File: config.mk
export PLATFORM = sky130hd
export DESIGN_NAME = nvmac_ctrl
export DESIGN_NICKNAME = d
export VERILOG_FILES = /design/src/verilog/nvmac_pkg.sv /design/src/verilog/nvmac_ctrl.sv /design/src/verilog/nvmac_write_timer.sv
export VERILOG_INCLUDE_DIRS = /design/src /design/src/verilog
export SDC_FILE = /design/constraint.sdc
export NUM_CORES = 1
export LEC_CHECK = 0
export BUFFER_PORTS_ARGS = -buffer_cell sky130_fd_sc_hd__buf_2
export CORE_UTILIZATION = 30
export DETAILED_ROUTE_END_ITERATION = 10
export PLACE_DENSITY = 0.43
export SLEW_MARGIN = 0
export SYNTH_ARGS = -nofsm -noshare
export SYNTH_HDL_FRONTEND = slang
export SYNTH_SLANG_ARGS = --single-unit
File: constraint.sdc
create_clock -name clock_i -period 7 [get_ports clock_i]
set_clock_uncertainty 0.15 [all_clocks]
set_input_delay 0.35 -clock clock_i [delete_from_list [all_inputs] [get_ports clock_i]]
set_output_delay 0.35 -clock clock_i [all_outputs]
set_load 0.02 [all_outputs]
File: src/verilog/nvmac_map.svh
// Offsets, field positions, reset values and timing counts of the store.
// Assumes inclusion by bare name from the package and the design files.
`ifndef NVMAC_MAP_SVH
`define NVMAC_MAP_SVH

// Control register location in data bank 1, reached only indirectly.
`define NVMAC_CTRL_OFFSET 8'h40
`define NVMAC_CTRL_BANK 2'h1
// Address and data registers: direct slots of our own choosing, in every bank.
`define NVMAC_ADDR_OFFSET 8'h00
`define NVMAC_DATA_OFFSET 8'h01

// Control fields.
`define NVMAC_PROG_PERMIT_BIT 3
`define NVMAC_PROG_TRIG_BIT 2
`define NVMAC_FETCH_PERMIT_BIT 1
`define NVMAC_FETCH_TRIG_BIT 0

// Reset values.
`define NVMAC_CTRL_RESET 4'h0
`define NVMAC_ADDR_RESET 6'h00
`define NVMAC_DATA_RESET 8'h00

// Store geometry.
`define NVMAC_DEPTH 64
`define NVMAC_AW 6

// Read latency in cycles, and default write time and cycle count of the timer.
`define NVMAC_READ_CYCLES 4'h2
`define NVMAC_WRITE_TICKS 8'h10
`define NVMAC_WRITE_TIME_NS 40000
`define NVMAC_CLK_PERIOD_NS 10
`define NVMAC_WRITE_CYCLES (`NVMAC_WRITE_TIME_NS / `NVMAC_CLK_PERIOD_NS)

`endif

File: src/verilog/nvmac_pkg.sv
// Types used by the store controller; the write timer uses none of them.
// Assumes nvmac_map.svh sits on the include path.
`include "nvmac_map.svh"

package nvmac_pkg;
  typedef enum logic [1:0] {
    NVMAC_IDLE,
    NVMAC_READ,
    NVMAC_WRITE
  } nvmac_state_e;
  typedef logic [`NVMAC_AW-1:0] nvmac_addr_t;
endpackage

File: src/verilog/nvmac_ctrl.sv
// Data store access controller: address, data and control registers,
// single-byte reads and timed writes, and the write-done interrupt flags.
// Assumes the CPU core gives one register write or read per cycle and
// resolves bank and indirect pointer selection into the strobes here.
`timescale 1ns/1ps
`include "nvmac_map.svh"

module nvmac_ctrl #(
  parameter int unsigned WRITE_CYCLES = `NVMAC_WRITE_CYCLES
) (
  // Clock and reset
  input wire logic clock_i,
  input wire logic sys_rst_i,
  // CPU register access
  input wire logic [7:0] reg_addr_i,
  input wire logic [1:0] reg_bank_i,
  input wire logic reg_indirect_i,
  input wire logic reg_wr_i,
  input wire logic [7:0] reg_wdata_i,
  output logic [7:0] reg_rdata_o,
  output logic reg_hit_o,
  // Interrupt bits: inputs from the core's interrupt registers, flags and vector made here
  input wire logic global_irq_enable_i,
  input wire logic nvm_done_irq_enable_i,
  input wire logic multi_irq_enable_i,
  input wire logic stack_full_i,
  input wire logic irq_ack_i,
  input wire logic done_flag_clr_i,
  output logic nvm_done_irq_flag_o,
  output logic multi_irq_flag_o,
  output logic irq_vector_o,
  // Status
  output logic busy_o
);
  logic [7:0] store_q [`NVMAC_DEPTH];
  nvmac_pkg::nvmac_addr_t nvm_address_reg_q;
  logic [7:0] nvm_data_reg_q;
  logic program_permit_q;
  logic prog_trig_q;
  logic fetch_permit_q;
  logic fetch_trig_q;
  nvmac_pkg::nvmac_state_e state_q;
  logic [3:0] rd_cnt_q;
  logic done_flag_q;
  logic multi_flag_q;
  logic sel_ctrl;
  logic sel_addr;
  logic sel_data;
  logic wr_ctrl;
  logic busy;
  logic start_read;
  logic start_write;
  logic read_end;
  logic write_end;
  logic timer_start;
  logic [7:0] fetch_byte_q;
  nvmac_pkg::nvmac_addr_t prog_addr_q;
  logic [7:0] prog_data_q;

  // Control is reached only indirectly in bank 1; the others are direct
  // in any bank, as the bank is not decoded for them.
  assign sel_ctrl = reg_indirect_i && (reg_bank_i == `NVMAC_CTRL_BANK) &&
                    (reg_addr_i == `NVMAC_CTRL_OFFSET);
  assign sel_addr = !reg_indirect_i && (reg_addr_i == `NVMAC_ADDR_OFFSET);
  assign sel_data = !reg_indirect_i && (reg_addr_i == `NVMAC_DATA_OFFSET);
  assign wr_ctrl = reg_wr_i && sel_ctrl;
  assign busy = (state_q != nvmac_pkg::NVMAC_IDLE);
  assign busy_o = busy;
  assign reg_hit_o = sel_ctrl || sel_addr || sel_data;

  // A trigger starts only when its permit is already set before this write.
  // If both triggers are written together neither cycle starts.
  assign start_write = wr_ctrl && !busy && program_permit_q &&
                       reg_wdata_i[`NVMAC_PROG_TRIG_BIT] &&
                       !reg_wdata_i[`NVMAC_FETCH_TRIG_BIT];
  assign start_read = wr_ctrl && !busy && fetch_permit_q &&
                      reg_wdata_i[`NVMAC_FETCH_TRIG_BIT] &&
                      !reg_wdata_i[`NVMAC_PROG_TRIG_BIT];
  assign read_end = (state_q == nvmac_pkg::NVMAC_READ) &&
                    (rd_cnt_q == 4'h1);
  assign timer_start = start_write;

  nvmac_write_timer #(
    .WRITE_CYCLES(WRITE_CYCLES)
  ) u_timer (
    .clock_i(clock_i),
    .sys_rst_i(sys_rst_i),
    .start_i(timer_start),
    .done_o(write_end)
  );

  // Sequencer for the single active cycle.
  always_ff @(posedge clock_i) begin
    if (sys_rst_i) begin
      state_q <= nvmac_pkg::NVMAC_IDLE;
      rd_cnt_q <= 4'h0;
    end else begin
      case (state_q)
        nvmac_pkg::NVMAC_IDLE: begin
          if (start_write) begin
            state_q <= nvmac_pkg::NVMAC_WRITE;
          end else if (start_read) begin
            state_q <= nvmac_pkg::NVMAC_READ;
            rd_cnt_q <= `NVMAC_READ_CYCLES;
          end
        end
        nvmac_pkg::NVMAC_READ: begin
          rd_cnt_q <= rd_cnt_q - 4'h1;
          if (read_end) begin
            state_q <= nvmac_pkg::NVMAC_IDLE;
          end
        end
        nvmac_pkg::NVMAC_WRITE: begin
          if (write_end) begin
            state_q <= nvmac_pkg::NVMAC_IDLE;
          end
        end
        default: begin
          state_q <= nvmac_pkg::NVMAC_IDLE;
        end
      endcase
    end
  end

  // Permit bits follow software writes; the triggers are self-clearing.
  always_ff @(posedge clock_i) begin
    if (sys_rst_i) begin
      program_permit_q <= 1'b0;
      fetch_permit_q <= 1'b0;
    end else if (wr_ctrl) begin
      program_permit_q <= reg_wdata_i[`NVMAC_PROG_PERMIT_BIT];
      fetch_permit_q <= reg_wdata_i[`NVMAC_FETCH_PERMIT_BIT];
    end
  end

  always_ff @(posedge clock_i) begin
    if (sys_rst_i) begin
      prog_trig_q <= 1'b0;
    end else if (start_write) begin
      prog_trig_q <= 1'b1;
    end else if (write_end) begin
      prog_trig_q <= 1'b0;
    end
  end

  always_ff @(posedge clock_i) begin
    if (sys_rst_i) begin
      fetch_trig_q <= 1'b0;
    end else if (start_read) begin
      fetch_trig_q <= 1'b1;
    end else if (read_end) begin
      fetch_trig_q <= 1'b0;
    end
  end

  // The store is sampled when the read starts; the address register cannot
  // move while busy, so the byte delivered is the one the trigger named.
  always_ff @(posedge clock_i) begin
    if (sys_rst_i) begin
      fetch_byte_q <= 8'h00;
    end else if (start_read) begin
      fetch_byte_q <= store_q[nvm_address_reg_q];
    end
  end

  // Target and byte are frozen at the trigger, so the late store update
  // cannot pick up a register change made around the cycle end.
  always_ff @(posedge clock_i) begin
    if (sys_rst_i) begin
      prog_addr_q <= `NVMAC_ADDR_RESET;
      prog_data_q <= `NVMAC_DATA_RESET;
    end else if (start_write) begin
      prog_addr_q <= nvm_address_reg_q;
      prog_data_q <= nvm_data_reg_q;
    end
  end

  // Address register: writes ignored while a cycle runs.
  always_ff @(posedge clock_i) begin
    if (sys_rst_i) begin
      nvm_address_reg_q <= `NVMAC_ADDR_RESET;
    end else if (reg_wr_i && sel_addr && !busy) begin
      nvm_address_reg_q <= reg_wdata_i[`NVMAC_AW-1:0];
    end
  end

  // Data register takes the fetched byte at read end and holds it.
  always_ff @(posedge clock_i) begin
    if (sys_rst_i) begin
      nvm_data_reg_q <= `NVMAC_DATA_RESET;
    end else if (read_end) begin
      nvm_data_reg_q <= fetch_byte_q;
    end else if (reg_wr_i && sel_data && !busy) begin
      nvm_data_reg_q <= reg_wdata_i;
    end
  end

  // The store is written once, at the end of the timed write cycle.
  always_ff @(posedge clock_i) begin
    if (write_end) begin
      store_q[prog_addr_q] <= prog_data_q;
    end
  end

  // Write-done and multi-function flags: hardware set beats any clear.
  always_ff @(posedge clock_i) begin
    if (sys_rst_i) begin
      done_flag_q <= 1'b0;
    end else if (write_end) begin
      done_flag_q <= 1'b1;
    end else if (done_flag_clr_i) begin
      done_flag_q <= 1'b0;
    end
  end

  always_ff @(posedge clock_i) begin
    if (sys_rst_i) begin
      multi_flag_q <= 1'b0;
    end else if (write_end) begin
      multi_flag_q <= 1'b1;
    end else if (irq_ack_i) begin
      multi_flag_q <= 1'b0;
    end
  end

  assign nvm_done_irq_flag_o = done_flag_q;
  assign multi_irq_flag_o = multi_flag_q;
  assign irq_vector_o = multi_flag_q && done_flag_q && global_irq_enable_i &&
                        nvm_done_irq_enable_i && multi_irq_enable_i &&
                        !stack_full_i;

  // Read mux: unimplemented bits and unmapped addresses read as zero.
  always_comb begin
    reg_rdata_o = 8'h00;
    if (sel_ctrl) begin
      reg_rdata_o = {4'h0, program_permit_q, prog_trig_q, fetch_permit_q,
                     fetch_trig_q};
    end else if (sel_addr) begin
      reg_rdata_o = {2'b00, nvm_address_reg_q};
    end else if (sel_data) begin
      reg_rdata_o = nvm_data_reg_q;
    end
  end
endmodule

File: src/verilog/nvmac_write_timer.sv
// Write-cycle timer: down counter with a random extra wait from a free LFSR,
// counted in system clock cycles; busy until the cycle ends.
// Assumes a start pulse on the system clock domain.
`timescale 1ns/1ps
`include "nvmac_map.svh"

module nvmac_write_timer #(
  parameter int unsigned WRITE_CYCLES = `NVMAC_WRITE_CYCLES
) (
  // Clock and reset
  input wire logic clock_i,
  input wire logic sys_rst_i,
  // Control
  input wire logic start_i,
  output logic done_o
);
  logic [7:0] lfsr_q;
  logic [15:0] count_q;
  logic run_q;

  // A free LFSR adds a variable extra wait so write time is not fixed.
  always_ff @(posedge clock_i) begin
    if (sys_rst_i) begin
      lfsr_q <= 8'h5A;
    end else begin
      lfsr_q <= {lfsr_q[6:0], lfsr_q[7] ^ lfsr_q[5] ^ lfsr_q[4] ^ lfsr_q[3]};
    end
  end

  always_ff @(posedge clock_i) begin
    if (sys_rst_i) begin
      run_q <= 1'b0;
      count_q <= 16'h0000;
    end else if (start_i && !run_q) begin
      run_q <= 1'b1;
      count_q <= 16'(WRITE_CYCLES) + {12'h000, lfsr_q[3:0]};
    end else if (run_q) begin
      if (count_q <= 16'h0001) begin
        run_q <= 1'b0;
        count_q <= 16'h0000;
      end else begin
        count_q <= count_q - 16'h0001;
      end
    end
  end

  assign done_o = run_q && (count_q <= 16'h0001);
endmodule
==> metrics.md, run 1 <==
| Metric | Value |
|---|---|
| Status | `complete, no violations` |
| Hold Crit Class | `in2reg` |
| WS Path Type | `reg2reg` |
| Ports | `41` |
| Simple-Gate Fraction of Synth Area | `6.07%` |
| Routed len/inst | `25.2 um` |
| Ratio of cells with drive above 1 in the final layout | `20.2%` |
| Ys flop type | `edfxtp_1` |
| Worst-path clk slew | `0.06 ns` |
| Worst Setup EP | `store_q[35][3]$_DFFE_PP_` |
| Final wirelength | `62.7 mm` |
| Worst skew pair latency | `0.60 ns` |
| Final Hold Fails | `0` |
| Max Clk Rate | `0.221 GHz` |
| Post-Synth Adder-Cell Area | `0.216%` |
| Antenna cell count | `0` |
| Post-route setup TNS | `0 ns` |
| CTS tree | `yes` |
| Synthesized Nets | `1,377` |
| Reg2Reg Setup Slack | `2.48 ns` |
| Pwr/cell area | `270 nW/um^2` |
| Worst slew pin tran | `1.20 ns` |
| RSZ-0062 raised after global routing | `no` |
| Largest family of logic cells by synthesized area | `multiplexers` |
| Final net count | `1,439` |
| RR Startpoint | `u_timer.count_q[6]$_SDFFE_PP0P_` |
| Global-route wire length before repair | `90.2 mm` |
| Final min period | `4.52 ns` |
| Post-synthesis cell area | `23,200 um^2` |
| CTS Buffer Depth | `3` |
| Starting Density | `30.4%` |
| Most frequent cells after synthesis | `edfxtp_1 (512), mux2i_1 (125), nor2_1 (111)` |
| Post-synth EDFFs | `512` |
| Area Growth Syn to Fin | `15.7%` |
| Core area | `76,200 um^2` |
| DIE HEIGHT | `280 um` |
| GR Layer Usage met3 | `2.31%` |
| DR iter-0 viols | `991` |
| First-pass detailed-route iteration total | `5` |
| Worst VDD drop | `0.000159 V` |
| GRT busiest layer | `met2` |
| Die area | `78,500 um^2` |
| Non-filler cells, final | `2,489` |
| Number of buffers created by CTS | `66` |
| Synth Area in XOR/XNOR | `0.264%` |
| DRC | `0` |
| Mux share of post-synthesis cell area | `14.3%` |
| Worst path arrival time | `4.59 ns` |
| Yosys warnings | `0` |
| Cell taking the most area after synthesis | `edfxtp_1` |
| Via/cell ratio | `4.97` |
| Chip width | `280 um` |
| PortBufs | `40` |
| Grt total ovfl | `0` |
| Critical Path Fanout Max | `8` |
| Synth top area share | `66.3%` |
| Pin count of the biggest net entering global routing | `74` |
| All-Layer GR Usage | `16.0%` |
| Register bit total from synthesis | `585` |
| Req. time, crit path | `7.06 ns` |
| Rows | `101` |
| Synth unique cells | `56` |
| Fraction of the yosys area taken by sequential cells | `72.6%` |
| P_leak | `9.28 nW` |
| CTS root buf | `clkbuf_16` |
| Startpoint Class | `flip-flop` |
| Initial antenna violation count | `0` |
| Placed insts | `2,358` |
| Setup crit start | `u_timer.count_q[6]$_SDFFE_PP0P_` |
| DRT antenna net count | `0` |
| Avg Cell Area, Syn | `17.3 um^2` |
| Min-delay src | `reg_addr_i[0]` |
| Final worst-path cycle share | `64.6%` |
| Max-cap viol count | `0` |
| Gp weighted congestion | `0.785` |
| Total number of vias | `12.4k` |
| # setup viols final | `0` |
| PostCTS Resize Cnt | `0` |
| Sink Count | `585` |
| Compound-cell area share of the yosys netlist | `5.03%` |
| Slew headroom | `19.7%` |
| Met1 Use GR | `21.9%` |
| Met2 usage | `26.4%` |
| Worst setup EP type | `flip-flop` |
| Reg-to-Reg End | `store_q[35][3]$_DFFE_PP_` |
| Power, Total | `7.25 mW` |
| Count leader, synth | `edfxtp_1` |
| Fin. max-slew vios | `0` |
| R2R cell count | `5` |
| DP Wirelength | `38.5 mm` |
| H-Tree Level Count | `3` |
| Most area-consuming cells after synthesis | `edfxtp_1 (66%), mux4_2 (8.3%), dfxtp_1 (6.3%)` |
| Post-synth ARST share | `0%` |
| Layout fillers | `7,158` |
| Syn Inst Count | `1,345` |
| Number of global-route vias before repair | `12.7k` |
## kinds of logic after synthesis
group	Yosys count
flops	585
simple gates	272
mux	222
compound gates	164
buf+inv	91
xor+xnor	7
fa+ha+maj	4
## cells in the final DEF, fill, tap and decap left out, types with 13 or more instances in the layout
cell type  count
edfxtp_1     512
mux2i_1      125
nor2_1       111
mux4_2        86
clkbuf_16     69
dfxtp_1       61
buf_2         40
o22ai_1       32
a21oi_1       30
nand2_1       25
a22o_1        23
a221oi_1      23
buf_4         23
nor4_1        22
nor3_1        18
clkbuf_1      16
a211oi_1      14
nand2b_1      13
## repair_timing
item,in CTS,in global routing
endpoints found under the hold margin,18,0
hold buffers,11,0
buffers inserted,0,0
## state kept, by name, summed over array words and instances, names as in the netlist, 2 cells and up
name               count
state_q                2
store_q              512
nvm_data_reg_q         8
fetch_byte_q           8
prog_addr_q            6
prog_data_q            8
rd_cnt_q               4
u_timer.count_q       16
nvm_address_reg_q      6
u_timer.lfsr_q         8
## how the worst min path moves through the flow
stage / to / slack, ns / cells after the start
4_1_cts: nvm_address_reg_q[3]$_SDFFE_PP0P_ / 0.1 / 5
2_1_floorplan: u_timer.lfsr_q[1]$_SDFF_PP1_ / 0.26 / 1
5_1_grt: nvm_address_reg_q[0]$_SDFFE_PP0P_ / 0.15 / 5
3_3_place_gp: u_timer.lfsr_q[7]$_SDFF_PP0_ / 0.27 / 1
6_report: nvm_address_reg_q[3]$_SDFFE_PP0P_ / 0.14 / 5
3_5_place_dp: u_timer.lfsr_q[7]$_SDFF_PP0_ / 0.30 / 1
## layout make-up
class | instances | area [um^2] | share of cell area, %
Clock buffer | 86 | 1800 | 6.71
Clock inverter | 34 | 364 | 1.36
Inverter | 11 | 41.3 | 0.154
Multi-Input combinational cell | 669 | 6010 | 22.4
Sequential cell | 585 | 16900 | 62.8
Tap cell | 1030 | 1290 | 4.80
Timing Repair Buffer | 74 | 483 | 1.80
## report_power, final
| part | switching, mW | internal (mW) | total (mW) |
|---|---|---|---|
| Sequential | 0.00257 | 3.74 | 3.74 |
| Combinational | 0.0197 | 0.0182 | 0.0379 |
| Clock | 1.39 | 2.08 | 3.47 |
| Total | 1.41 | 5.84 | 7.25 |
## through the flow
stage | util [%] | area, um^2 | setup WS [ns] | hold slack, ns
after floorplan | - | 23200 | 3.69 | 0.263
after global placement | 32.2 | 24600 | 2.55 | 0.270
after detailed placement | 32.2 | 24600 | 2.56 | 0.298
after CTS | 35.2 | 26800 | 2.54 | 0.0975
after global routing | 35.2 | 26800 | 2.23 | 0.146
final | 35.2 | 26800 | 2.48 | 0.144
## worst max-delay path: stages (launching register included)
cell      delay [ns]
dfxtp_1         0.36
or4_4           0.58
or4_4           0.50
nor4_4          0.50
nand4b_1        1.05
nor2_1          0.98
## layer usage
layer | vias to the layer above | part of all wire, %
met5 | - | 0
met4 | 0 | 1.9
met3 | 79 | 4.5
met2 | 326 | 48
met1 | 6440 | 45
li1 | 5532 | -
Power figures use the tool's default switching activity.
==> run 2: changes to the inputs <==
PLACE_DENSITY = 0.45   (was 0.43)
clock period = 3.85 ns   (was 7 ns; I/O delays follow)
==> run 2 against run 1 <==
Compared with the run above:
- first-iteration DRC count decreased by 7.5%
- utilization up 0.83 points
- highest routed layer unchanged
- fmax up 26%
- critical endpoint is now store_q[44][2]$_DFFE_PP_
==> metrics.md, run 2 (synthesis results as in run 1) <==
| Metric | Value |
|---|---|
| # setup viols final | `0 (unchanged)` |
| Grt total ovfl | `0 (unchanged)` |
| Final Hold Fails | `0 (unchanged)` |
| Status | `complete, no violations` |
| Area Growth Syn to Fin | `18.4%` |
| Global-route wire length before repair | `88.1 mm (-2.3%)` |
| Worst path arrival time | `3.67 ns (-0.92 ns)` |
| Power, Total | `12.9 mW (+78%)` |
| Non-filler cells, final | `2,579 (+3.6%)` |
| DP Wirelength | `38.1 mm (-1.2%)` |
| Sink Count | `585 (unchanged)` |
| Routed len/inst | `23.2 um (-7.9%)` |
| Req. time, crit path | `3.93 ns (-3.13 ns)` |
| First-pass detailed-route iteration total | `5 (unchanged)` |
| Number of buffers created by CTS | `68 (+3.0%)` |
| Placed instance area | `25,200 um^2 (+2.7%)` |
| All-Layer GR Usage | `15.5% (-0.57 points)` |
| Most frequent cells in the layout | `edfxtp_1 (512), mux2i_1 (125), nor2_1 (111), buf_4 (102), mux4_2 (86)` |
| P_leak | `9.70 nW (+4.6%)` |
| H-Tree Level Count | `3 (unchanged)` |
| Placed insts | `2,441 (+3.5%)` |
| Rows | `101 (unchanged)` |
| Top flop regs | `store_q x512, u_timer.count_q x16` |
| Layout fillers | `7,111 (-0.66%)` |
| Hold Crit Class | `in2reg` |
| CP most frequent cell | `or4_4` |
| Final min period | `3.59 ns (-0.936 ns)` |
| Die area | `78,500 um^2 (unchanged)` |
| CTS Buffer Depth | `3 (unchanged)` |
| DIE HEIGHT | `280 um (unchanged)` |
| Startpoint Class | `flip-flop` |
| Total number of vias | `12.7k (+2.7%)` |
| Biggest register | `store_q` |
| Crit-path slowest cell | `or4b_4` |
| Core area | `76,200 um^2 (unchanged)` |
| PortBufs | `40 (unchanged)` |
| Worst-path clk slew | `0.06 ns (about the same)` |
| DR iter-0 viols | `917 (-7.5%)` |
| Max Clk Rate | `0.279 GHz (+26%)` |
| Worst slew pin tran | `1.11 ns (-0.0889 ns)` |
| Final worst-path cycle share | `93.1% (+29 points)` |
| Setup repair bufs after CTS | `0 (unchanged)` |
| DRC | `0 (unchanged)` |
| CTS root buf | `clkbuf_16` |
| Worst setup EP type | `flip-flop` |
| WS Path Type | `reg2reg` |
| DRT antenna net count | `0 (unchanged)` |
| Worst VDD drop | `0.000260 V (+64%)` |
| Critical Path Fanout Max | `8 (unchanged)` |
| Ratio of cells with drive above 1 in the final layout | `24.3% (+4.1 points)` |
| Initial antenna violation count | `0 (unchanged)` |
| Final net count | `1,530 (+6.3%)` |
| Pin count of the biggest net entering global routing | `58 (-22%)` |
| Worst skew pair latency | `0.61 ns (about the same)` |
| Via/cell ratio | `4.93 (-0.89%)` |
| Reg2Reg Setup Slack | `0.26 ns (-2.21 ns)` |
| Pwr/cell area | `469 nW/um^2 (+74%)` |
| Commonest non-fill, non-tap cell in the layout | `edfxtp_1` |
| Design Area, Final | `27,500 um^2 (+2.3%)` |
| RSZ-0062 raised after global routing | `no` |
| Fin. max-slew vios | `0 (unchanged)` |
| Post-route setup TNS | `0 ns (unchanged)` |
| Largest delay share family, worst path | `simple AND/OR/NAND/NOR gates` |
| Final wirelength | `59.8 mm (-4.6%)` |
| Max reg flops | `512 (unchanged)` |
| Chip width | `280 um (unchanged)` |
| Worst Path Buf+Inv | `0 (unchanged)` |
| Max-cap viol count | `0 (unchanged)` |
| Number of global-route vias before repair | `12.9k (+1.6%)` |
| CTS tree | `yes` |
| Starting Density | `30.4% (unchanged)` |
| Cell Chain, Critical Path | `or4_4 -> or4_4 -> nor3_4 -> nand2_2 -> or4b_4 -> nor2_2` |
| Slew headroom | `26.1% (+6.3 points)` |
| Ports | `41 (unchanged)` |
| Worst path max stage delay | `0.73 ns (-0.32 ns)` |
| Gp weighted congestion | `0.846 (+7.8%)` |
[run 2: cell types whose count changed in the layout (fill, tap and decap cells not counted), moves of 2 or more]
cell,change
buf_4,+79
inv_6,+2
clkbuf_1,+2
clkinvlp_4,-3
clkinv_2,+3
bufinv_16,-4
dlygate4sd3_1,+6
buf_12,+4
[run 2: layout make-up]
class                           count  area, um^2  share of cell area, %
Antenna cell                        1        2.50                0.00911
Clock buffer                       88        1800                   6.54
Clock inverter                     32         262                  0.952
Inverter                           11        41.3                  0.150
Multi-Input combinational cell    669        6010                   21.9
Sequential cell                   585       16900                   61.4
Tap cell                         1030        1290                   4.69
Timing Repair Buffer              163        1220                   4.43
[run 2: path summary, 6_finish.rpt]
path                              startpoint                                end  depth (start not counted)
max          u_timer.count_q[6]$_SDFFE_PP0P_           store_q[44][2]$_DFFE_PP_                          6
min                            reg_addr_i[0]  nvm_address_reg_q[4]$_SDFFE_PP0P_                          5
max reg2reg  u_timer.count_q[6]$_SDFFE_PP0P_           store_q[44][2]$_DFFE_PP_                          6
min reg2reg     u_timer.lfsr_q[6]$_SDFF_PP1_       u_timer.lfsr_q[7]$_SDFF_PP0_                          1
[run 2: layer usage]
layer | track usage (%) | share of wire (%) | vias up
li1 | - | - | 5712
met1 | 21.8 | 47 | 6585
met2 | 24.1 | 46 | 329
met3 | 2.59 | 4.7 | 85
met4 | 5.24 | 2.4 | 0
met5 | 0 | 0 | -
[run 2: metrics by stage]
stage	worst slack (ns)	hold WS, ns	utilization (%)
detailed placement	0.292	0.286	33.1
floorplan	0.536	0.186	-
finish	0.265	0.0257	36.0
CTS	0.265	0.00513	36.0
global placement	0.372	0.270	33.1
global route	0.101	0.0467	36.0
[run 2: worst min-delay path: cells and delay by family]
| kind | cells | cell delay [ns] |
|---|---|---|
| AOI/OAI and AO/OA | 1 | 0.08 |
| buffers and inverters | 2 | 0.28 |
| and+or+nand+nor | 2 | 0.15 |
[run 2: power by group]
part / switching [mW] / internal, mW
registers: 0.00452 / 6.80
logic: 0.0369 / 0.0348
clock network: 2.50 / 3.50
total: 2.54 / 10.3
[run 2: repair_timing]
action / in CTS / in global routing
hold endpoints to repair: 24 / 0
hold buffers: 17 / 0
resized for setup: 0 / 0
